## src/rtl/acvc_pkg.sv

```systemverilog
// Package with offsets, field positions, reset values and timing constants.
package acvc_pkg;
  localparam logic [7:0] OFS_CONTROL = 8'h00;
  localparam logic [7:0] OFS_RES_ONE = 8'h01;
  localparam logic [7:0] OFS_SETA_ONE = 8'h02;
  localparam logic [7:0] OFS_SETB_ONE = 8'h03;
  localparam logic [7:0] OFS_RES_TWO = 8'h04;
  localparam logic [7:0] OFS_SETA_TWO = 8'h05;
  localparam logic [7:0] OFS_SETB_TWO = 8'h06;
  localparam logic [7:0] OFS_RES_TEMP = 8'h07;
  localparam logic [7:0] OFS_SETA_TEMP = 8'h08;
  localparam logic [7:0] OFS_SETB_TEMP = 8'h09;
  localparam logic [15:0] RST_ZERO = 16'h0000;
  localparam logic [15:0] RST_SETB = 16'h0070;
  localparam logic [15:0] MASK_CONTROL = 16'h0F07;
  localparam logic [15:0] MASK_SETA = 16'hFF7F;
  localparam logic [15:0] MASK_SETB = 16'h0073;
  localparam logic [15:0] MASK_SETB_TEMP = 16'h0070;
  localparam int BIT_START_ONE = 2;
  localparam int BIT_START_TWO = 1;
  localparam int BIT_START_TEMP = 0;
  localparam int SEL_LSB = 8;
  localparam int GAIN_LSB = 11;
  localparam int CLK_LSB = 8;
  localparam int RES_LSB = 4;
  localparam int BIAS_LSB = 4;
  localparam int CTL_GO = 15;
  localparam int CTL_READ = 14;
  localparam logic [4:0] GAIN_FIXED_LOW = 5'h1F;
  localparam logic [3:0] SEL_DIFF = 4'h0;
  localparam logic [3:0] SEL_FIXED_LO = 4'h4;
  localparam logic [3:0] SEL_FIXED_HI = 4'h7;
  // Device clock is 4 MHz; the block clock is 100 MHz.
  localparam int CLK_MHZ = 100;
  localparam int DEV_CLK_MHZ = 4;
  localparam int DEV_TICK = CLK_MHZ / DEV_CLK_MHZ;
  localparam int BASE_DIV = 4;
  typedef enum logic [1:0] {ACVC_IDLE, ACVC_CONV} acvc_state_e;
endpackage

```

## src/rtl/acvc_clkdiv.sv

```systemverilog
// ADC sample clock tick generator from the conversion clock code.
`timescale 1ns/1ps
module acvc_clkdiv
  import acvc_pkg::*;
(
  input  wire logic       clk,
  input  wire logic       rst_n,
  input  wire logic       run,
  input  wire logic [2:0] code,
  output logic            tick
);
  logic [4:0]  pre_reg;
  logic [4:0]  pre_next;
  logic [8:0]  div_reg;
  logic [8:0]  div_next;
  logic [9:0]  div_len;
  wire         dev_tick = (pre_reg == 5'(DEV_TICK - 1));

  assign div_len  = 10'(BASE_DIV) << code;
  // Idle holds the prescaler at one, so the first period is one cycle short
  // and the registered tick still ends a conversion on its exact count.
  assign pre_next = !run ? 5'h01 : dev_tick ? 5'h00 : pre_reg + 5'h01;
  assign div_next = (!run) ? 9'h000 :
                    !dev_tick ? div_reg :
                    (10'(div_reg) == div_len - 10'h001) ? 9'h000 :
                    div_reg + 9'h001;

  always_ff @(posedge clk or negedge rst_n) begin
    if (!rst_n) begin
      pre_reg <= 5'h01;
      div_reg <= 9'h000;
      tick    <= 1'b0;
    end else begin
      pre_reg <= pre_next;
      div_reg <= div_next;
      tick    <= run && dev_tick && (10'(div_reg) == div_len - 10'h001);
    end
  end
endmodule

```

## src/rtl/acvc_len.sv

```systemverilog
// Conversion length in ADC clocks from the resolution code.
`timescale 1ns/1ps
module acvc_len
  import acvc_pkg::*;
(
  input  wire logic [2:0]  code,
  output logic      [11:0] len
);
  // Code 111 is undefined; it is treated as the longest setting.
  always_comb begin
    case (code)
      3'h0:    len = 12'h100;
      3'h1:    len = 12'h140;
      3'h2:    len = 12'h200;
      3'h3:    len = 12'h280;
      3'h4:    len = 12'h320;
      3'h5:    len = 12'h500;
      default: len = 12'h800;
    endcase
  end
endmodule

```

## src/rtl/acvc_top.sv

```systemverilog
// Conversion control register bank and sequencer for the sensor ADC.
// Operation
// - Control at 00h, most registers reset zero.
// - B-set setup registers reset to 0070h.
// - Selector in bits 11-8, start bits 2-0, others unused.
// - Bit 2 starts channel-one conversion.
// - Processor stalled while conversion runs.
// - Start bits self-clear when conversion completes.
// - Channel one beats two beats temperature.
// - Selector zero converts the differential pair.
// - Temperature converts only with selector zero.
// - Nonzero selector converts chosen single-ended source.
// - Codes 1-7 route internal sources in order.
// - Codes 8 and 9 pick input pins.
// - Codes 4-7 force gain 0.7.
// - Setup A holds gain, clock, resolution.
// - Setup A holds coarse offset sign, magnitude.
// - Setup B holds bias and reference; temperature Setup B holds bias only.
// - Indirect access via address, data, control ports.
// - Results read-only, others read-write.
// - Clock code divides device clock 4..512.
// - Resolution code sets conversion length.
`timescale 1ns/1ps
module acvc_top
  import acvc_pkg::*;
(
  input  wire logic        CLK,
  input  wire logic        RESETN,
  input  wire logic [15:0] MODULE_DATA_PORT,
  input  wire logic [15:0] MODULE_ADDRESS_PORT,
  input  wire logic [15:0] MODULE_CONTROL_PORT,
  input  wire logic [15:0] SAMPLE_RESULT,
  output logic      [15:0] READ_DATA,
  output logic             READ_VALID,
  output logic             ACCESS_DONE,
  output logic             CPU_HALT,
  output logic             CONVERTING,
  output logic      [1:0]  ACTIVE_SOURCE,
  output logic      [3:0]  SINGLE_END_SOURCE_SEL,
  output logic      [4:0]  GAIN_CODE,
  output logic             GAIN_FIXED,
  output logic      [2:0]  RESOLUTION_CODE,
  output logic      [3:0]  COARSE_OFFSET,
  output logic      [2:0]  BIAS_CODE,
  output logic      [1:0]  REFERENCE_SEL
);
  logic [15:0] ctl_reg;
  logic [15:0] ctl_next;
  logic [15:0] res_reg  [3];
  logic [15:0] seta_reg [3];
  logic [15:0] setb_reg [3];
  acvc_state_e state_reg;
  acvc_state_e state_next;
  logic [1:0]  src_reg;
  logic [11:0] cnt_reg;
  logic [11:0] cnt_next;
  logic [11:0] conv_len;
  logic        adc_tick;
  logic        go_seen_reg;

  // Transfer taken once per rising edge of the go bit.
  wire        go_edge = MODULE_CONTROL_PORT[CTL_GO] && !go_seen_reg;
  wire        is_rd   = MODULE_CONTROL_PORT[CTL_READ];
  wire [7:0]  addr    = MODULE_ADDRESS_PORT[7:0];
  wire        wr      = go_edge && !is_rd && (state_reg == ACVC_IDLE);
  wire        rd      = go_edge && is_rd;
  wire [3:0]  sel     = ctl_reg[SEL_LSB +: 4];
  wire        want1   = ctl_reg[BIT_START_ONE];
  wire        want2   = ctl_reg[BIT_START_TWO];
  wire        wantt   = ctl_reg[BIT_START_TEMP] && (sel == SEL_DIFF);
  // Priority: channel one, channel two, then temperature.
  wire [1:0]  pick    = want1 ? 2'd0 : want2 ? 2'd1 : 2'd2;
  wire        launch  = (state_reg == ACVC_IDLE) && (want1 || want2 || wantt);
  wire        ctl_wr  = wr && (addr == OFS_CONTROL);
  wire        tskip   = (state_reg == ACVC_IDLE) && !want1 && !want2 &&
                        ctl_reg[BIT_START_TEMP] && !wantt;
  wire [15:0] cfga    = seta_reg[src_reg];
  wire [15:0] cfgb    = setb_reg[src_reg];
  wire        finish  = (state_reg == ACVC_CONV) && adc_tick &&
                        (cnt_reg == conv_len - 12'h001);
  wire        fixed   = (sel >= SEL_FIXED_LO) && (sel <= SEL_FIXED_HI) &&
                        (src_reg != 2'd2);
  wire [15:0] rd_mux  =
      addr == OFS_CONTROL   ? ctl_reg :
      addr == OFS_RES_ONE   ? res_reg[0] :
      addr == OFS_SETA_ONE  ? seta_reg[0] :
      addr == OFS_SETB_ONE  ? setb_reg[0] :
      addr == OFS_RES_TWO   ? res_reg[1] :
      addr == OFS_SETA_TWO  ? seta_reg[1] :
      addr == OFS_SETB_TWO  ? setb_reg[1] :
      addr == OFS_RES_TEMP  ? res_reg[2] :
      addr == OFS_SETA_TEMP ? seta_reg[2] :
      addr == OFS_SETB_TEMP ? setb_reg[2] : RST_ZERO;

  // Lower start bits are dropped when the higher-priority conversion finishes.
  always_comb begin
    ctl_next = ctl_reg;
    if (ctl_wr) begin
      ctl_next = MODULE_DATA_PORT & MASK_CONTROL;
    end
    if (finish) begin
      ctl_next[2:0] = 3'b000;
    end else if (tskip && !ctl_wr) begin
      // A fresh control write wins; its start bits are judged next cycle.
      ctl_next[BIT_START_TEMP] = 1'b0;
    end
  end

  always_comb begin
    state_next = state_reg;
    cnt_next   = cnt_reg;
    case (state_reg)
      ACVC_IDLE: begin
        cnt_next = 12'h000;
        if (launch) begin
          state_next = ACVC_CONV;
        end
      end
      ACVC_CONV: begin
        if (finish) begin
          state_next = ACVC_IDLE;
        end else if (adc_tick) begin
          cnt_next = cnt_reg + 12'h001;
        end
      end
      default: state_next = ACVC_IDLE;
    endcase
  end

  acvc_clkdiv u_div (
    .clk   (CLK),
    .rst_n (RESETN),
    .run   (state_reg == ACVC_CONV),
    .code  (cfga[CLK_LSB +: 3]),
    .tick  (adc_tick)
  );

  acvc_len u_len (
    .code (cfga[RES_LSB +: 3]),
    .len  (conv_len)
  );

  always_ff @(posedge CLK or negedge RESETN) begin
    if (!RESETN) begin
      ctl_reg     <= RST_ZERO;
      state_reg   <= ACVC_IDLE;
      src_reg     <= 2'd0;
      cnt_reg     <= 12'h000;
      go_seen_reg <= 1'b0;
    end else begin
      ctl_reg     <= ctl_next;
      state_reg   <= state_next;
      cnt_reg     <= cnt_next;
      go_seen_reg <= MODULE_CONTROL_PORT[CTL_GO];
      if (launch) begin
        src_reg <= pick;
      end
    end
  end

  for (genvar i = 0; i < 3; i++) begin : g_src
    localparam logic [7:0] BASE = 8'(3 * i + 1);
    wire [15:0] bmask = (i == 2) ? MASK_SETB_TEMP : MASK_SETB;
    always_ff @(posedge CLK or negedge RESETN) begin
      if (!RESETN) begin
        res_reg[i]  <= RST_ZERO;
        seta_reg[i] <= RST_ZERO;
        setb_reg[i] <= RST_SETB;
      end else begin
        if (finish && src_reg == 2'(i)) begin
          res_reg[i] <= SAMPLE_RESULT;
        end
        if (wr && addr == BASE + 8'h01) begin
          seta_reg[i] <= MODULE_DATA_PORT & MASK_SETA;
        end
        if (wr && addr == BASE + 8'h02) begin
          setb_reg[i] <= MODULE_DATA_PORT & bmask;
        end
      end
    end
  end

  // Result registers have no processor write path; only a finishing conversion loads them.
  always_ff @(posedge CLK or negedge RESETN) begin
    if (!RESETN) begin
      READ_DATA             <= RST_ZERO;
      READ_VALID            <= 1'b0;
      ACCESS_DONE           <= 1'b0;
      CPU_HALT              <= 1'b0;
      CONVERTING            <= 1'b0;
      ACTIVE_SOURCE         <= 2'd0;
      SINGLE_END_SOURCE_SEL <= 4'h0;
      GAIN_CODE             <= 5'h00;
      GAIN_FIXED            <= 1'b0;
      RESOLUTION_CODE       <= 3'h0;
      COARSE_OFFSET         <= 4'h0;
      BIAS_CODE             <= 3'h0;
      REFERENCE_SEL         <= 2'h0;
    end else begin
      READ_VALID  <= rd;
      ACCESS_DONE <= go_edge && (is_rd || state_reg == ACVC_IDLE);
      if (rd) begin
        READ_DATA <= rd_mux;
      end
      CPU_HALT   <= (state_next == ACVC_CONV);
      CONVERTING <= (state_next == ACVC_CONV);
      ACTIVE_SOURCE <= launch ? pick : src_reg;
      SINGLE_END_SOURCE_SEL <= (src_reg == 2'd2) ? SEL_DIFF : sel;
      GAIN_CODE  <= fixed ? GAIN_FIXED_LOW : cfga[GAIN_LSB +: 5];
      GAIN_FIXED <= fixed;
      RESOLUTION_CODE <= cfga[RES_LSB +: 3];
      COARSE_OFFSET   <= cfga[3:0];
      BIAS_CODE       <= cfgb[BIAS_LSB +: 3];
      REFERENCE_SEL   <= cfgb[1:0];
    end
  end
endmodule

```

## config.mk

```make
export PLATFORM = sky130hd
export DESIGN_NAME = acvc_top
export DESIGN_NICKNAME = d
export VERILOG_FILES = /design/src/rtl/acvc_pkg.sv /design/src/rtl/acvc_clkdiv.sv /design/src/rtl/acvc_len.sv /design/src/rtl/acvc_top.sv
export SDC_FILE = /design/constraint.sdc
export NUM_CORES = 1
export LEC_CHECK = 0
export ABC_AREA = 1
export BUFFER_PORTS_ARGS = -buffer_cell sky130_fd_sc_hd__buf_4
export CAP_MARGIN = 5
export CORE_ASPECT_RATIO = 1.75
export CORE_MARGIN = 1.5
export CORE_UTILIZATION = 40
export DETAILED_ROUTE_END_ITERATION = 7
export GPL_TIMING_DRIVEN = 0
export HOLD_SLACK_MARGIN = 0.1
export PLACE_DENSITY = 0.55
export SKIP_LAST_GASP = 1
export SLEW_MARGIN = 10
export SYNTH_ARGS = -nofsm -noshare
export SYNTH_HDL_FRONTEND = slang
export SYNTH_SLANG_ARGS = --single-unit
```

## constraint.sdc

```tcl
create_clock -name CLK -period 3.9 [get_ports CLK]
set_input_delay 0.195 -clock CLK [delete_from_list [all_inputs] [get_ports CLK]]
set_output_delay 0.195 -clock CLK [all_outputs]
set_load 0.01 [all_outputs]
```

# Yosys cells after proc, flatten, opt, wreduce, memory -nomap -nowiden
# Index checks and enable logic that the tools add are counted.
# Widths: inputs -> output; s select.
# totals
register_bits,186
input_bits,66
word_cells,147
# op_classes
add_sub_neg,5
order_cmp,3
eq_ne,25
shifts,1
muxes,36
bitwise_logic,1
reduce_logical,46
# op_table
operator,n
$mux 16,11
$pmux 12 s6,1
$bmux 16 s2,2
$eq 8x3->1 const B,4
$logic_and 1x1->1,28
$mux 9,3
$mux 12,2
$pmux 12 s2,1
$mux 7,3
$eq 8x2->1 const B,2
$eq 8x4->1 const B,2
$mux 5,3
$add 12x1->12 const B,1
$eq 12x12->1,1
$sub 12x1->12 const B,1
$eq 9x10->1,1
$mux 2,5
$shl 3x3->10 const A,1
$sub 10x1->10 const B,1
$add 9x1->9 const B,1
$eq 8x1->1 const B,1
$logic_not 8->1,1
$ne 2x2->1 const B,4
$eq 2x1->1 const B,3
other kinds (22),34

# Longest topological paths before layout
# Gate-level depths: netlist of the first run.
# depth
ltp_word,12
ltp_mapped,20
ltp_nobuf,18

# Cells and area by module
# From an unflattened synthesis of the first run, not the netlist that was laid out.
# unflattened
cells_unflattened,1283
area_unflattened_um2,9684.3
# modules_own_cells
module,n_inst,cells_each,area_per_inst_um2,seq_area_each_um2
acvc_top,1,1121,8545.7,4290.4
acvc_clkdiv,1,142,1044.8,376.6
acvc_len,1,20,93.8,0.0

# Worst setup path before layout of the first run
# OpenSTA, ideal clock, no wires.
# synth_path
kind,register to register
from,reg ACTIVE_SOURCE[0] (netlist name)
to,reg res_reg[36] in the netlist's numbering
arrival_ns,2.545
required_ns,3.783
setup_slack_ns,1.238
path_stages_with_launch,18
n_path_buf,3
synth_period_minus_slack_ns,2.662
cell_sequence,dfrtp_1 -> nor2_2 -> nand2_1 -> nand3_1 -> buf_2 -> nand2_2 -> ha_1 -> xnor2_1 -> nor3_1 -> nand2_1 -> nor2_1 -> nand2_1 -> nor2_2 -> buf_4 -> nand2_2 -> buf_6 -> nand2_1 -> nand2_1
# synth_lines
item,line,source
"to (signal, indexed assignment)",acvc_top.sv:166,res_reg[i] <= RST_ZERO;
"to (signal, indexed assignment)",acvc_top.sv:171,res_reg[i] <= SAMPLE_RESULT;
to (decl),acvc_top.sv:49,logic [15:0] res_reg [3];

==> results of run 1 <==
where the power goes:
group | leakage [nW] | internal [mW] | switching [mW] | total, mW
sequential | 2.29 | 1.95 | 0.0224 | 1.98
combinational | 2.68 | 0.107 | 0.214 | 0.321
clock | 0.286 | 1.03 | 0.739 | 1.77
total | 5.25 | 3.09 | 0.976 | 4.07
area by class of cell:
cell class / count / area, um^2 / area share [%]
sequential: 186 / 4670 / 42.3
multi-input combinational: 855 / 3850 / 34.9
timing repair buffer: 117 / 981 / 8.88
clock buffer: 22 / 464 / 4.20
inverter: 101 / 379 / 3.43
tap: 296 / 370 / 3.35
buffer: 43 / 210 / 1.90
clock inverter: 7 / 118 / 1.07
worst reg2reg max path: cells and delay by family (launching register included):
family / cells / cell delay, ns
xor gates and xnor gates: 1 / 0.13
adders and majority gates: 1 / 0.32
buffers and inverters: 3 / 0.66
DFF: 1 / 0.51
and+or+nand+nor: 12 / 1.61
stage by stage:
step | hold slack (ns) | util, %
6_report | 0.132 | 49.6
5_1_grt | 0.135 | 49.6
4_1_cts | 0.121 | 49.6
3_5_place_dp | 0.312 | 45.7
3_3_place_gp | 0.317 | 45.5
2_1_floorplan | -0.101 | -
synthesized netlist by cell type, types with 7 or more instances:
cell        n
a21oi_1    41
buf_4       7
clkbuf_1   28
dfrtp_1   176
dfstp_2    10
inv_1      98
nand2_1   425
nand3_1   136
nand4_1    12
nor2_1     79
nor3_1     13
o21ai_0    89
xnor2_1     7
xor2_1      7
worst max-delay path by stage:
stage / depth (start not counted) / to / slack [ns]
after floorplan: 17 / res_reg[36]$_DFFE_PN0P_ / 1.24
after CTS: 17 / u_div.div_reg[5]$_DFFE_PN0P_ / 0.44
after global placement: 17 / u_div.div_reg[7]$_DFFE_PN0P_ / 0.41
after detailed placement: 17 / u_div.div_reg[5]$_DFFE_PN0P_ / 0.44
final: 17 / res_reg[26]$_DFFE_PN0P_ / 0.57
after global routing: 17 / res_reg[26]$_DFFE_PN0P_ / 0.20
timing repair:
action / CTS / global route
gates resized for setup: 0 / 2
setup endpoints to repair: 0 / 1
buffers inserted: 0 / 0
endpoints found under the hold margin: 177 / 0
hold buffers: 30 / 0
cell families after synthesis:
family	share of synthesized area (%)
AND/OR/NAND/NOR	31.0
XOR/XNOR	1.35
AO/OA/AOI/OAI	9.12
other	0.0412
flip-flops	51.2
buffers and inverters	6.46
adder cells (fa/ha/maj)	0.824
layer usage:
| layer | vias to the layer above | GRT usage (%) | wire length [um] |
|---|---|---|---|
| li1 | 4079 | - | - |
| met1 | 3814 | 29.8 | 11200 |
| met2 | 190 | 44.7 | 14700 |
| met3 | 52 | 4.42 | 949 |
| met4 | 0 | 10.8 | 1110 |
| met5 | - | 0 | 0 |
==> metrics.md, run 1 <==
| Metric | Value |
|---|---|
| Status | `completed` |
| CTS tree | `yes` |
| First DRT Iteration DRCs | `516` |
| Final Hold Violating Endpoints | `0` |
| Num CTS Buffers | `17` |
| Post-Syn Area | `0.00911 mm^2` |
| Async set or reset register ratio after synthesis | `100%` |
| Ys flop type | `dfrtp_1` |
| Sequential area share after synthesis | `51.2%` |
| Starting Density | `40.9%` |
| Drt total wl | `28.0 mm` |
| Final net count | `1393` |
| Syn. warnings | `0` |
| Root Buffer | `clkbuf_16` |
| Largest net degree at the start of global routing | `107` |
| Max Clock Freq | `0.301 GHz` |
| Dpl ws | `0.444 ns` |
| DP Wirelength | `21.3 mm` |
| Unrepaired setup endpoints after global routing | `no` |
| Most used cell, CP | `nand2_1` |
| Global-route wire length before repair | `44.9 mm` |
| CTS Buffer Depth | `2` |
| Req. time, crit path | `4.22 ns` |
| Vias per cell | `5.00` |
| Max FFs per register | `48` |
| Synth Instances | `1185` |
| Final worst slack | `0.573 ns` |
| Final ANT Viol Nets | `0` |
| Worst vdd ir | `0.250 mV` |
| Global route total overflow | `0` |
| Layout Skew | `0.00799 ns` |
| WHS Path Cells | `3` |
| Tcrit/Tclk final | `85.3%` |
| Initial antenna violation count | `0` |
| Total power | `4.07 mW` |
| Number of global-route vias before repair | `8313` |
| Fillers | `2289` |
| Slew @ Worst Pin | `1.14 ns` |
| Largest cells by area after synthesis | `dfrtp_1, nand2_1, nand3_1, o21ai_0, inv_1` |
| Pwr/cell area | `369 mW/mm^2` |
| Clock sink count | `186` |
| I/O pins | `110` |
| Total die area | `0.0237 mm^2` |
| Core Region | `0.0223 mm^2` |
| Crit-path cells | `nor2_2 > nand2_1 > nand3_1 > buf_2 > nand2_2 > ha_1 > xnor2_1 > nor3_1 > nand2_1 > nor2_1 > nand2_1 > nor2_2 > buf_4 > nand2_2 > buf_6 > nand2_1 > nand2_1` |
| Hold Crit Endpoint | `seta_reg[20]$_DFFE_PN0P_` |
| CTS H-tree depth | `4` |
| Crit end category | `flip-flop` |
| Dpl cells | `1568` |
| Critical-path maximum fanout | `10` |
| Flop-to-flop setup slack | `0.57 ns` |
| CP Buf/Inv Count | `3` |
| Max Cap Violations | `0` |
| Total Routing Usage GR | `25.4%` |
| Layout cells sized above 1 | `11.5%` |
| Max_slew headroom | `23.4%` |
| Synth unique cells | `38` |
| Via count | `8135` |
| Crit Path Category | `reg2reg` |
| Fin crit period | `3.33 ns` |
| Hold wc startpoint | `MODULE_DATA_PORT[4]` |
| Leading area contributor after synthesis | `dfrtp_1` |
| CP arrival | `3.65 ns` |
| GP Congestion | `0.915` |
| Area Growth Syn to Fin | `21.2%` |
| Seq cells post-synth | `186` |
| DRC Markers | `0` |
| Final Max Slew Viols | `0` |
| Post-synth EDFFs | `0` |
| Post-Layout Cell Count | `1627` |
| Clk Latency, worst-skew pair | `0.44 ns` |
| DIE WIDTH | `117 um` |
| Port bufs | `86` |
| DRT Pass-1 Iters | `5` |
| Syn nets | `1257` |
| Site Rows | `72` |
| Die Span Y | `203 um` |
| Commonest non-fill, non-tap cell in the layout | `nand2_1` |
| ANT cells | `0` |
| Area share of the largest cell type after synthesis | `48.4%` |
| Crit path launch | `ACTIVE_SOURCE[0]$_DFFE_PN0P_` |
| Setup TNS | `0 ns` |
| Reg2Reg Depth | `17` |
| Max incr delay on CP | `0.51 ns` |
| Routed WL per cell | `17.2 um` |
| Placed Instance Area | `0.0102 mm^2` |
| Worst setup SP type | `flip-flop` |
| Clock transition at the registers of the reported paths | `0.07 ns` |
| Critical path's top delay family | `simple AND/OR/NAND/NOR gates` |
| Critical R2R Launch | `ACTIVE_SOURCE[0]$_DFFE_PN0P_` |
| Slowest CP cell | `dfrtp_1` |
| Most frequent cells in the layout | `nand2_1, dfrtp_1, nand3_1, inv_1, buf_4` |
| P_leak | `5.25 nW` |
| Final Cell Area | `0.0110 mm^2` |
| Final setup viols | `0` |
| Worst hold-check path type | `in2reg` |
| Reg2reg end | `res_reg[26]$_DFFE_PN0P_` |
| Mapped Avg Cell Area | `7.69 um^2` |
No activity file was read; power rests on OpenSTA's default activity.
==> run 2, diff against run 1 <==
ABC_AREA = 0   (was 1)
BUFFER_PORTS_ARGS = unset   (was -buffer_cell sky130_fd_sc_hd__buf_4)
DONT_BUFFER_PORTS = 1   (was unset)
PLACE_DENSITY = 0.51   (was 0.55)
==> run 2 against run 1 <==
The run now ends with hold timing left. Critical path depth grew 1. Synthesized cell count down 31%. Count of clock-buffer cells in the layout unchanged. Die area fell by 0.66%. Register-to-register slack got worse by 0.39 ns. Routed wire length shrank 6.3%. Largest power group unchanged.
==> metrics.md, run 2 <==
| Metric | Value |
|---|---|
| Tcrit/Tclk final | `95.2% (+9.9 points)` |
| Crit end category | `flip-flop` |
| Final Max Slew Viols | `0 (unchanged)` |
| Req. time, crit path | `4.23 ns (about the same)` |
| Hold buffers post-CTS | `35 (+17%)` |
| Syn nets | `884 (-30%)` |
| Setup TNS | `0 ns (unchanged)` |
| Area taken by multi-input logic gates | `0.00420 mm^2 (+9.0%)` |
| Critical path's top delay family | `buffers and inverters` |
| Via count | `6722 (-17%)` |
| Root Buffer | `clkbuf_16` |
| Pwr/cell area | `377 mW/mm^2 (+2.3%)` |
| Crit Path Category | `reg2reg` |
| Max FFs per register | `48 (unchanged)` |
| Hold WS | `-0.557 ns (-0.690 ns)` |
| Placed Instance Area | `0.00942 mm^2 (-7.3%)` |
| Worst vdd ir | `0.198 mV (-21%)` |
| Max Cap Violations | `0 (unchanged)` |
| Die Span Y | `202 um (-0.33%)` |
| ANT cells | `0 (unchanged)` |
| Final Cell Area | `0.0105 mm^2 (-5.4%)` |
| Status | `finished, violations left` |
| Critical-path maximum fanout | `10 (unchanged)` |
| Initial antenna violation count | `0 (unchanged)` |
| Core Region | `0.0222 mm^2 (-0.40%)` |
| Site Rows | `72 (unchanged)` |
| Clk Latency, worst-skew pair | `0.45 ns (about the same)` |
| DRC Markers | `0 (unchanged)` |
| Number of global-route vias before repair | `7042 (-15%)` |
| Most used cell, CP | `buf_6` |
| Dpl ws | `-0.192 ns (-0.636 ns)` |
| Layout Skew | `0.0128 ns (+0.00481 ns)` |
| Post-Syn Area | `0.00905 mm^2 (-0.67%)` |
| Drt total wl | `26.2 mm (-6.3%)` |
| Leading area contributor after synthesis | `dfrtp_1` |
| Largest net degree at the start of global routing | `187 (+75%)` |
| Synth Instances | `812 (-31%)` |
| Most frequent cells after synthesis | `dfrtp_1, nand2_1, mux2_2` |
| Crit-path cells | `buf_6 > mux2i_2 > a2bb2oi_2 > inv_2 > nor2_1 > nand2_1 > ha_2 > xnor2_2 > nand2b_1 > nor4_2 > a31oi_1 > o21ai_1 > o2111a_1 > buf_6 > nand2b_1 > clkbuf_4 > buf_6 > mux2_1` |
| Area Growth Syn to Fin | `15.5%` |
| Top-count cell post-synth | `dfrtp_1` |
| I/O pins | `110 (unchanged)` |
| Failing checks | `hold timing` |
| Fin crit period | `3.71 ns (+0.386 ns)` |
| CTS H-tree depth | `4 (unchanged)` |
| Routed WL per cell | `22.2 um (+29%)` |
| Slew @ Worst Pin | `1.12 ns (-0.0196 ns)` |
| Synth unique cells | `75 (+97%)` |
| Largest cells by area after synthesis | `dfrtp_1, mux2_2, mux2_1, mux2i_1, o21ai_0` |
| Unrepaired setup endpoints after global routing | `yes` |
| P_leak | `4.54 nW (-14%)` |
| Final worst slack | `0.187 ns (-0.386 ns)` |
| Clock sink count | `186 (unchanged)` |
| Max_slew headroom | `24.9% (+1.5 points)` |
| CP Buf/Inv Count | `5 (+2)` |
| GP Congestion | `0.839 (-8.3%)` |
| Layout cells sized above 1 | `16.5% (+5.0 points)` |
| Total Routing Usage GR | `23.4% (-2.0 points)` |
| Most frequent cells in the layout | `dfrtp_1, nand2_1, mux2_2, o21ai_0, mux2_1` |
| CTS Buffer Depth | `2 (unchanged)` |
| Mapped Avg Cell Area | `11.1 um^2 (+45%)` |
| CP arrival | `4.04 ns (+0.39 ns)` |
| Final Hold Violating Endpoints | `186 (+186)` |
| Starting Density | `40.8% (-0.11 points)` |
| DIE WIDTH | `117 um (-0.33%)` |
| Syn. warnings | `0 (unchanged)` |
| Worst setup SP type | `flip-flop` |
| Ys flop type | `dfrtp_1` |
| Max incr delay on CP | `0.41 ns (-0.10 ns)` |
| Clock transition at the registers of the reported paths | `0.07 ns (about the same)` |
| Fillers | `2119 (-7.4%)` |
| First DRT Iteration DRCs | `300 (-42%)` |
| Final ANT Viol Nets | `0 (unchanged)` |
| Worst hold-check path type | `in2async` |
| Final net count | `942 (-32%)` |
| Vias per cell | `5.70 (+14%)` |
| Seq cells post-synth | `186 (unchanged)` |
| Post-synth EDFFs | `0 (unchanged)` |
| Commonest non-fill, non-tap cell in the layout | `dfrtp_1` |
| Max Clock Freq | `0.269 GHz (-10%)` |
| Num CTS Buffers | `17 (unchanged)` |
| Reg area | `0.00467 mm^2 (unchanged)` |
| Slowest CP cell | `dfrtp_1` |
| Port bufs | `0 (-100%)` |
| Global-route wire length before repair | `41.0 mm (-8.6%)` |
| DP Wirelength | `18.2 mm (-14%)` |
| Area share of the largest cell type after synthesis | `48.7% (+0.33 points)` |
| Global route total overflow | `0 (unchanged)` |
| DRT Pass-1 Iters | `5 (unchanged)` |
| Async set or reset register ratio after synthesis | `100% (unchanged)` |
| CTS tree | `yes` |
| Total die area | `0.0236 mm^2 (-0.66%)` |
| Final setup viols | `0 (unchanged)` |
| Sequential area share after synthesis | `51.6% (+0.35 points)` |
[run 2: changes by cell type after synthesis, moves of 9 or more]
cell,delta
nand4_1,-9
nor2_1,-38
inv_1,-91
nand2b_1,+13
mux2_2,+64
nand2_1,-348
o21ai_0,-29
a22oi_1,+9
mux2_1,+48
mux2i_1,+34
nand3_1,-107
and2_1,+10
[run 2: path summary, 6_finish.rpt]
kind / start / to / slack (ns) / cells after the start
setup reg to reg: ACTIVE_SOURCE[1]$_DFFE_PN0P_ / res_reg[12]$_DFFE_PN0P_ / 0.19 / 18
max in group asynchronous: RESETN / setb_reg[38]$_DFFE_PN1P_ / 4.00 / 0
min in group CLK: MODULE_CONTROL_PORT[15] / READ_DATA[4]$_DFFE_PN0P_ / 0.20 / 2
hold reg to reg: res_reg[28]$_DFFE_PN0P_ / res_reg[28]$_DFFE_PN0P_ / 0.49 / 1
hold / removal: RESETN / cnt_reg[2]$_DFFE_PN0P_ / -0.56 / 0
setup / recovery: ACTIVE_SOURCE[1]$_DFFE_PN0P_ / res_reg[12]$_DFFE_PN0P_ / 0.19 / 18
[run 2: layout make-up]
class | count | share of cell area, %
Sequential cell | 186 | 44.7
Multi-Input combinational cell | 573 | 40.2
Clock buffer | 22 | 4.44
Timing Repair Buffer | 39 | 3.64
Tap cell | 296 | 3.54
Buffer | 43 | 2.15
Clock inverter | 10 | 1.03
Inverter | 10 | 0.359
[run 2: kinds of logic (layout without fill, tap and decap cells)]
| family | Yosys count | after routing | share of synthesized area (%) |
|---|---|---|---|
| muxes | 148 | 148 | 18.2 |
| other | 1 | 1 | 0.0414 |
| DFF | 186 | 186 | 51.6 |
| buffers and inverters | 53 | 124 | 2.68 |
| xor gates and xnor gates | 9 | 9 | 0.871 |
| adders and majority gates | 6 | 6 | 0.830 |
| and+or+nand+nor | 235 | 235 | 12.9 |
| AOI/OAI and AO/OA | 174 | 174 | 12.9 |
[run 2: metal layers]
layer / global-route usage [%] / vias up / routed length [um]
li1: - / 3088 / -
met1: 27.8 / 3391 / 10400
met2: 39.9 / 183 / 13600
met3: 4.08 / 60 / 1060
met4: 11.5 / 0 / 1150
met5: 0 / - / 0
[run 2: worst register-to-register path: stages (launching register included)]
cell and delay [ns]:
dfrtp_1 0.41, buf_6 0.18, mux2i_2 0.27, a2bb2oi_2 0.24
inv_2 0.11, nor2_1 0.17, nand2_1 0.08, ha_2 0.22
xnor2_2 0.18, nand2b_1 0.09, nor4_2 0.29, a31oi_1 0.08
o21ai_1 0.10, o2111a_1 0.20, buf_6 0.16, nand2b_1 0.08
clkbuf_4 0.21, buf_6 0.19, mux2_1 0.33
[run 2: power by group]
part,switching (mW),internal (mW),total [mW]
Sequential,0.0339,1.97,2.00
Combinational,0.122,0.0886,0.211
Clock,0.796,0.928,1.72
[run 2: metrics by stage]
stage | hold slack, ns | utilization (%) | total power, mW | instances
after global placement | -0.0934 | 42.5 | 2.20 | 1108
after global routing | -0.574 | 47.2 | 4.07 | 1179
after floorplan | -0.101 | - | 2.15 | 812
after CTS | -0.571 | 46.8 | 3.97 | 1177
after detailed placement | -0.0927 | 42.5 | 2.20 | 1108
final | -0.557 | 47.2 | 3.94 | 1179
[run 2: what timing repair did]
item	in CTS	in global routing
setup buffers	2	2
setup endpoints to repair	36	35
pin swaps	0	2
hold endpoints to repair	301	186
resized for setup	3	15
==> run 3, diff against run 2 <==
CORE_MARGIN = unset   (was 1.5)
GPL_TIMING_DRIVEN = unset   (was 0)
PLACE_DENSITY = unset   (was 0.51)
==> run 3 against run 2 <==
The run still ends with hold timing left. Utilization down 0.50 points. Sequential share of layout area up 0.49 points. Maximum frequency up 3.2%. Non-clock buffer count down 22. Combinational power down 11%. Critical endpoint is now u_div.div_reg[5]$_DFFE_PN0P_. Highest routed layer unchanged.
==> metrics.md, run 3 (synthesis results as in run 2) <==
| Metric | Value |
|---|---|
| Req. time, crit path | `4.23 ns (about the same)` |
| Root Buffer | `clkbuf_16` |
| Num CTS Buffers | `17 (unchanged)` |
| DRT Pass-1 Iters | `5 (unchanged)` |
| Crit end category | `flip-flop` |
| Max incr delay on CP | `0.49 ns (+0.08 ns)` |
| Number of global-route vias before repair | `6689 (-5.0%)` |
| Slowest CP cell | `dfrtp_2` |
| Site Rows | `72 (unchanged)` |
| Layout Skew | `0.00944 ns (-0.00336 ns)` |
| DIE WIDTH | `116 um (-0.86%)` |
| Worst vdd ir | `0.296 mV (+50%)` |
| Fin crit period | `3.60 ns (-0.114 ns)` |
| Port bufs | `0 (unchanged)` |
| Global route total overflow | `0 (unchanged)` |
| Global-route wire length before repair | `38.0 mm (-7.4%)` |
| Initial antenna violation count | `0 (unchanged)` |
| Drt total wl | `24.5 mm (-6.4%)` |
| Most frequent cells in the layout | `dfrtp_1, nand2_1, mux2_2, o21ai_0, mux2_1` |
| Final net count | `920 (-2.3%)` |
| Final worst slack | `0.301 ns (+0.114 ns)` |
| Commonest non-fill, non-tap cell in the layout | `dfrtp_1` |
| Critical path's top delay family | `compound AO/OA/AOI/OAI gates` |
| Final ANT Viol Nets | `0 (unchanged)` |
| First DRT Iteration DRCs | `381 (+27%)` |
| CTS H-tree depth | `4 (unchanged)` |
| Dpl ws | `0.181 ns (+0.373 ns)` |
| Clock transition at the registers of the reported paths | `0.07 ns (about the same)` |
| CTS tree | `yes` |
| Failing checks | `hold timing` |
| Crit Path Category | `reg2reg` |
| DP Wirelength | `16.5 mm (-9.7%)` |
| Pwr/cell area | `376 mW/mm^2 (-0.36%)` |
| CP Buf/Inv Count | `2 (-3)` |
| DRC Markers | `0 (unchanged)` |
| Worst hold-check path type | `in2async` |
| CTS Buffer Depth | `2 (unchanged)` |
| Largest net degree at the start of global routing | `187 (unchanged)` |
| Total die area | `0.0232 mm^2 (-1.3%)` |
| Final setup viols | `0 (unchanged)` |
| Tcrit/Tclk final | `92.3% (-2.9 points)` |
| Core Region | `0.0222 mm^2 (unchanged)` |
| Critical-path maximum fanout | `14 (+4)` |
| Area Growth Syn to Fin | `14.3%` |
| Crit-path cells | `buf_12 > mux2i_1 > o21a_1 > nand3_1 > ha_1 > xnor2_1 > or3b_1 > a2111o_1 > o21bai_2 > buf_4 > a21oi_1 > a21o_1` |
| Slew @ Worst Pin | `0.895 ns (-0.226 ns)` |
| Total Routing Usage GR | `22.1% (-1.3 points)` |
| Clk Latency, worst-skew pair | `0.43 ns (-0.02 ns)` |
| Clock sink count | `186 (unchanged)` |
| Die Span Y | `201 um (-0.50%)` |
| Final Max Slew Viols | `0 (unchanged)` |
| Routed WL per cell | `21.2 um (-4.5%)` |
| Via count | `6610 (-1.7%)` |
| P_leak | `4.50 nW (-0.82%)` |
| Max Clock Freq | `0.278 GHz (+3.2%)` |
| Final Hold Violating Endpoints | `186 (unchanged)` |
| GP Congestion | `0.815 (-2.9%)` |
| Starting Density | `40.8% (unchanged)` |
| Layout cells sized above 1 | `17.1% (+0.56 points)` |
| Setup TNS | `0 ns (unchanged)` |
| Max Cap Violations | `0 (unchanged)` |
| Unrepaired setup endpoints after global routing | `no` |
| Status | `finished, violations left` |
| Hold WS | `-0.546 ns (+0.0114 ns)` |
| I/O pins | `110 (unchanged)` |
| Max FFs per register | `48 (unchanged)` |
| Worst setup SP type | `flip-flop` |
| ANT cells | `0 (unchanged)` |
| Max_slew headroom | `40.2% (+15 points)` |
| Vias per cell | `5.72 (+0.29%)` |
| CP arrival | `3.93 ns (-0.11 ns)` |
-- run 3: layer usage --
layer / track usage [%] / vias to the layer above / routed length [um] / share of wire, %
met5: 0 / - / 0 / 0
met1: 24.5 / 3371 / 9310 / 38
met2: 40.4 / 169 / 13500 / 55
met4: 8.97 / 0 / 688 / 2.8
met3: 4.14 / 36 / 1020 / 4.1
li1: - / 3034 / - / -
-- run 3: cell type report --
cell class | instances | area, um^2
flip-flops and latches | 186 | 4670
repair buffers | 60 | 563
inverters | 10 | 37.5
well taps | 296 | 370
clock buffers | 21 | 440
multi-input cells | 573 | 4140
fillers | 2118 | 11800
clock inverters | 10 | 120
-- run 3: what timing repair did --
action | 4_1_cts | 5_1_grt
buffers inserted | 0 | 0
endpoints found under the hold margin | 302 | 187
hold buffers | 34 | 1
gates resized for setup | 0 | 1
setup endpoints to repair | 0 | 7
-- run 3: metrics by stage --
step                cell area, um^2  power [mW]  utilization (%)  cells
floorplan                      9050        2.15                -    812
global placement               9430        2.18             42.5   1090
detailed placement             9430        2.18             42.5   1090
CTS                           10300        3.92             46.6   1155
global route                  10300        4.01             46.7   1156
finish                        10300        3.88             46.7   1156
-- run 3: worst paths after layout --
path	startpoint	endpoint	slack, ns	cells after the start
max	ACTIVE_SOURCE[1]$_DFFE_PN0P_	u_div.div_reg[5]$_DFFE_PN0P_	0.30	12
min	RESETN	cnt_reg[3]$_DFFE_PN0P_	-0.55	0
max reg2reg	ACTIVE_SOURCE[1]$_DFFE_PN0P_	u_div.div_reg[5]$_DFFE_PN0P_	0.30	12
min reg2reg	res_reg[38]$_DFFE_PN0P_	res_reg[38]$_DFFE_PN0P_	0.49	1
max in group asynchronous	RESETN	setb_reg[36]$_DFFE_PN1P_	4.05	0
min in group CLK	MODULE_ADDRESS_PORT[0]	READ_DATA[4]$_DFFE_PN0P_	0.13	2
-- run 3: power by group --
| group | internal [mW] | switching (mW) |
|---|---|---|
| registers | 1.97 | 0.0336 |
| logic | 0.0885 | 0.0984 |
| clock network | 0.942 | 0.749 |
| total | 3.00 | 0.881 |
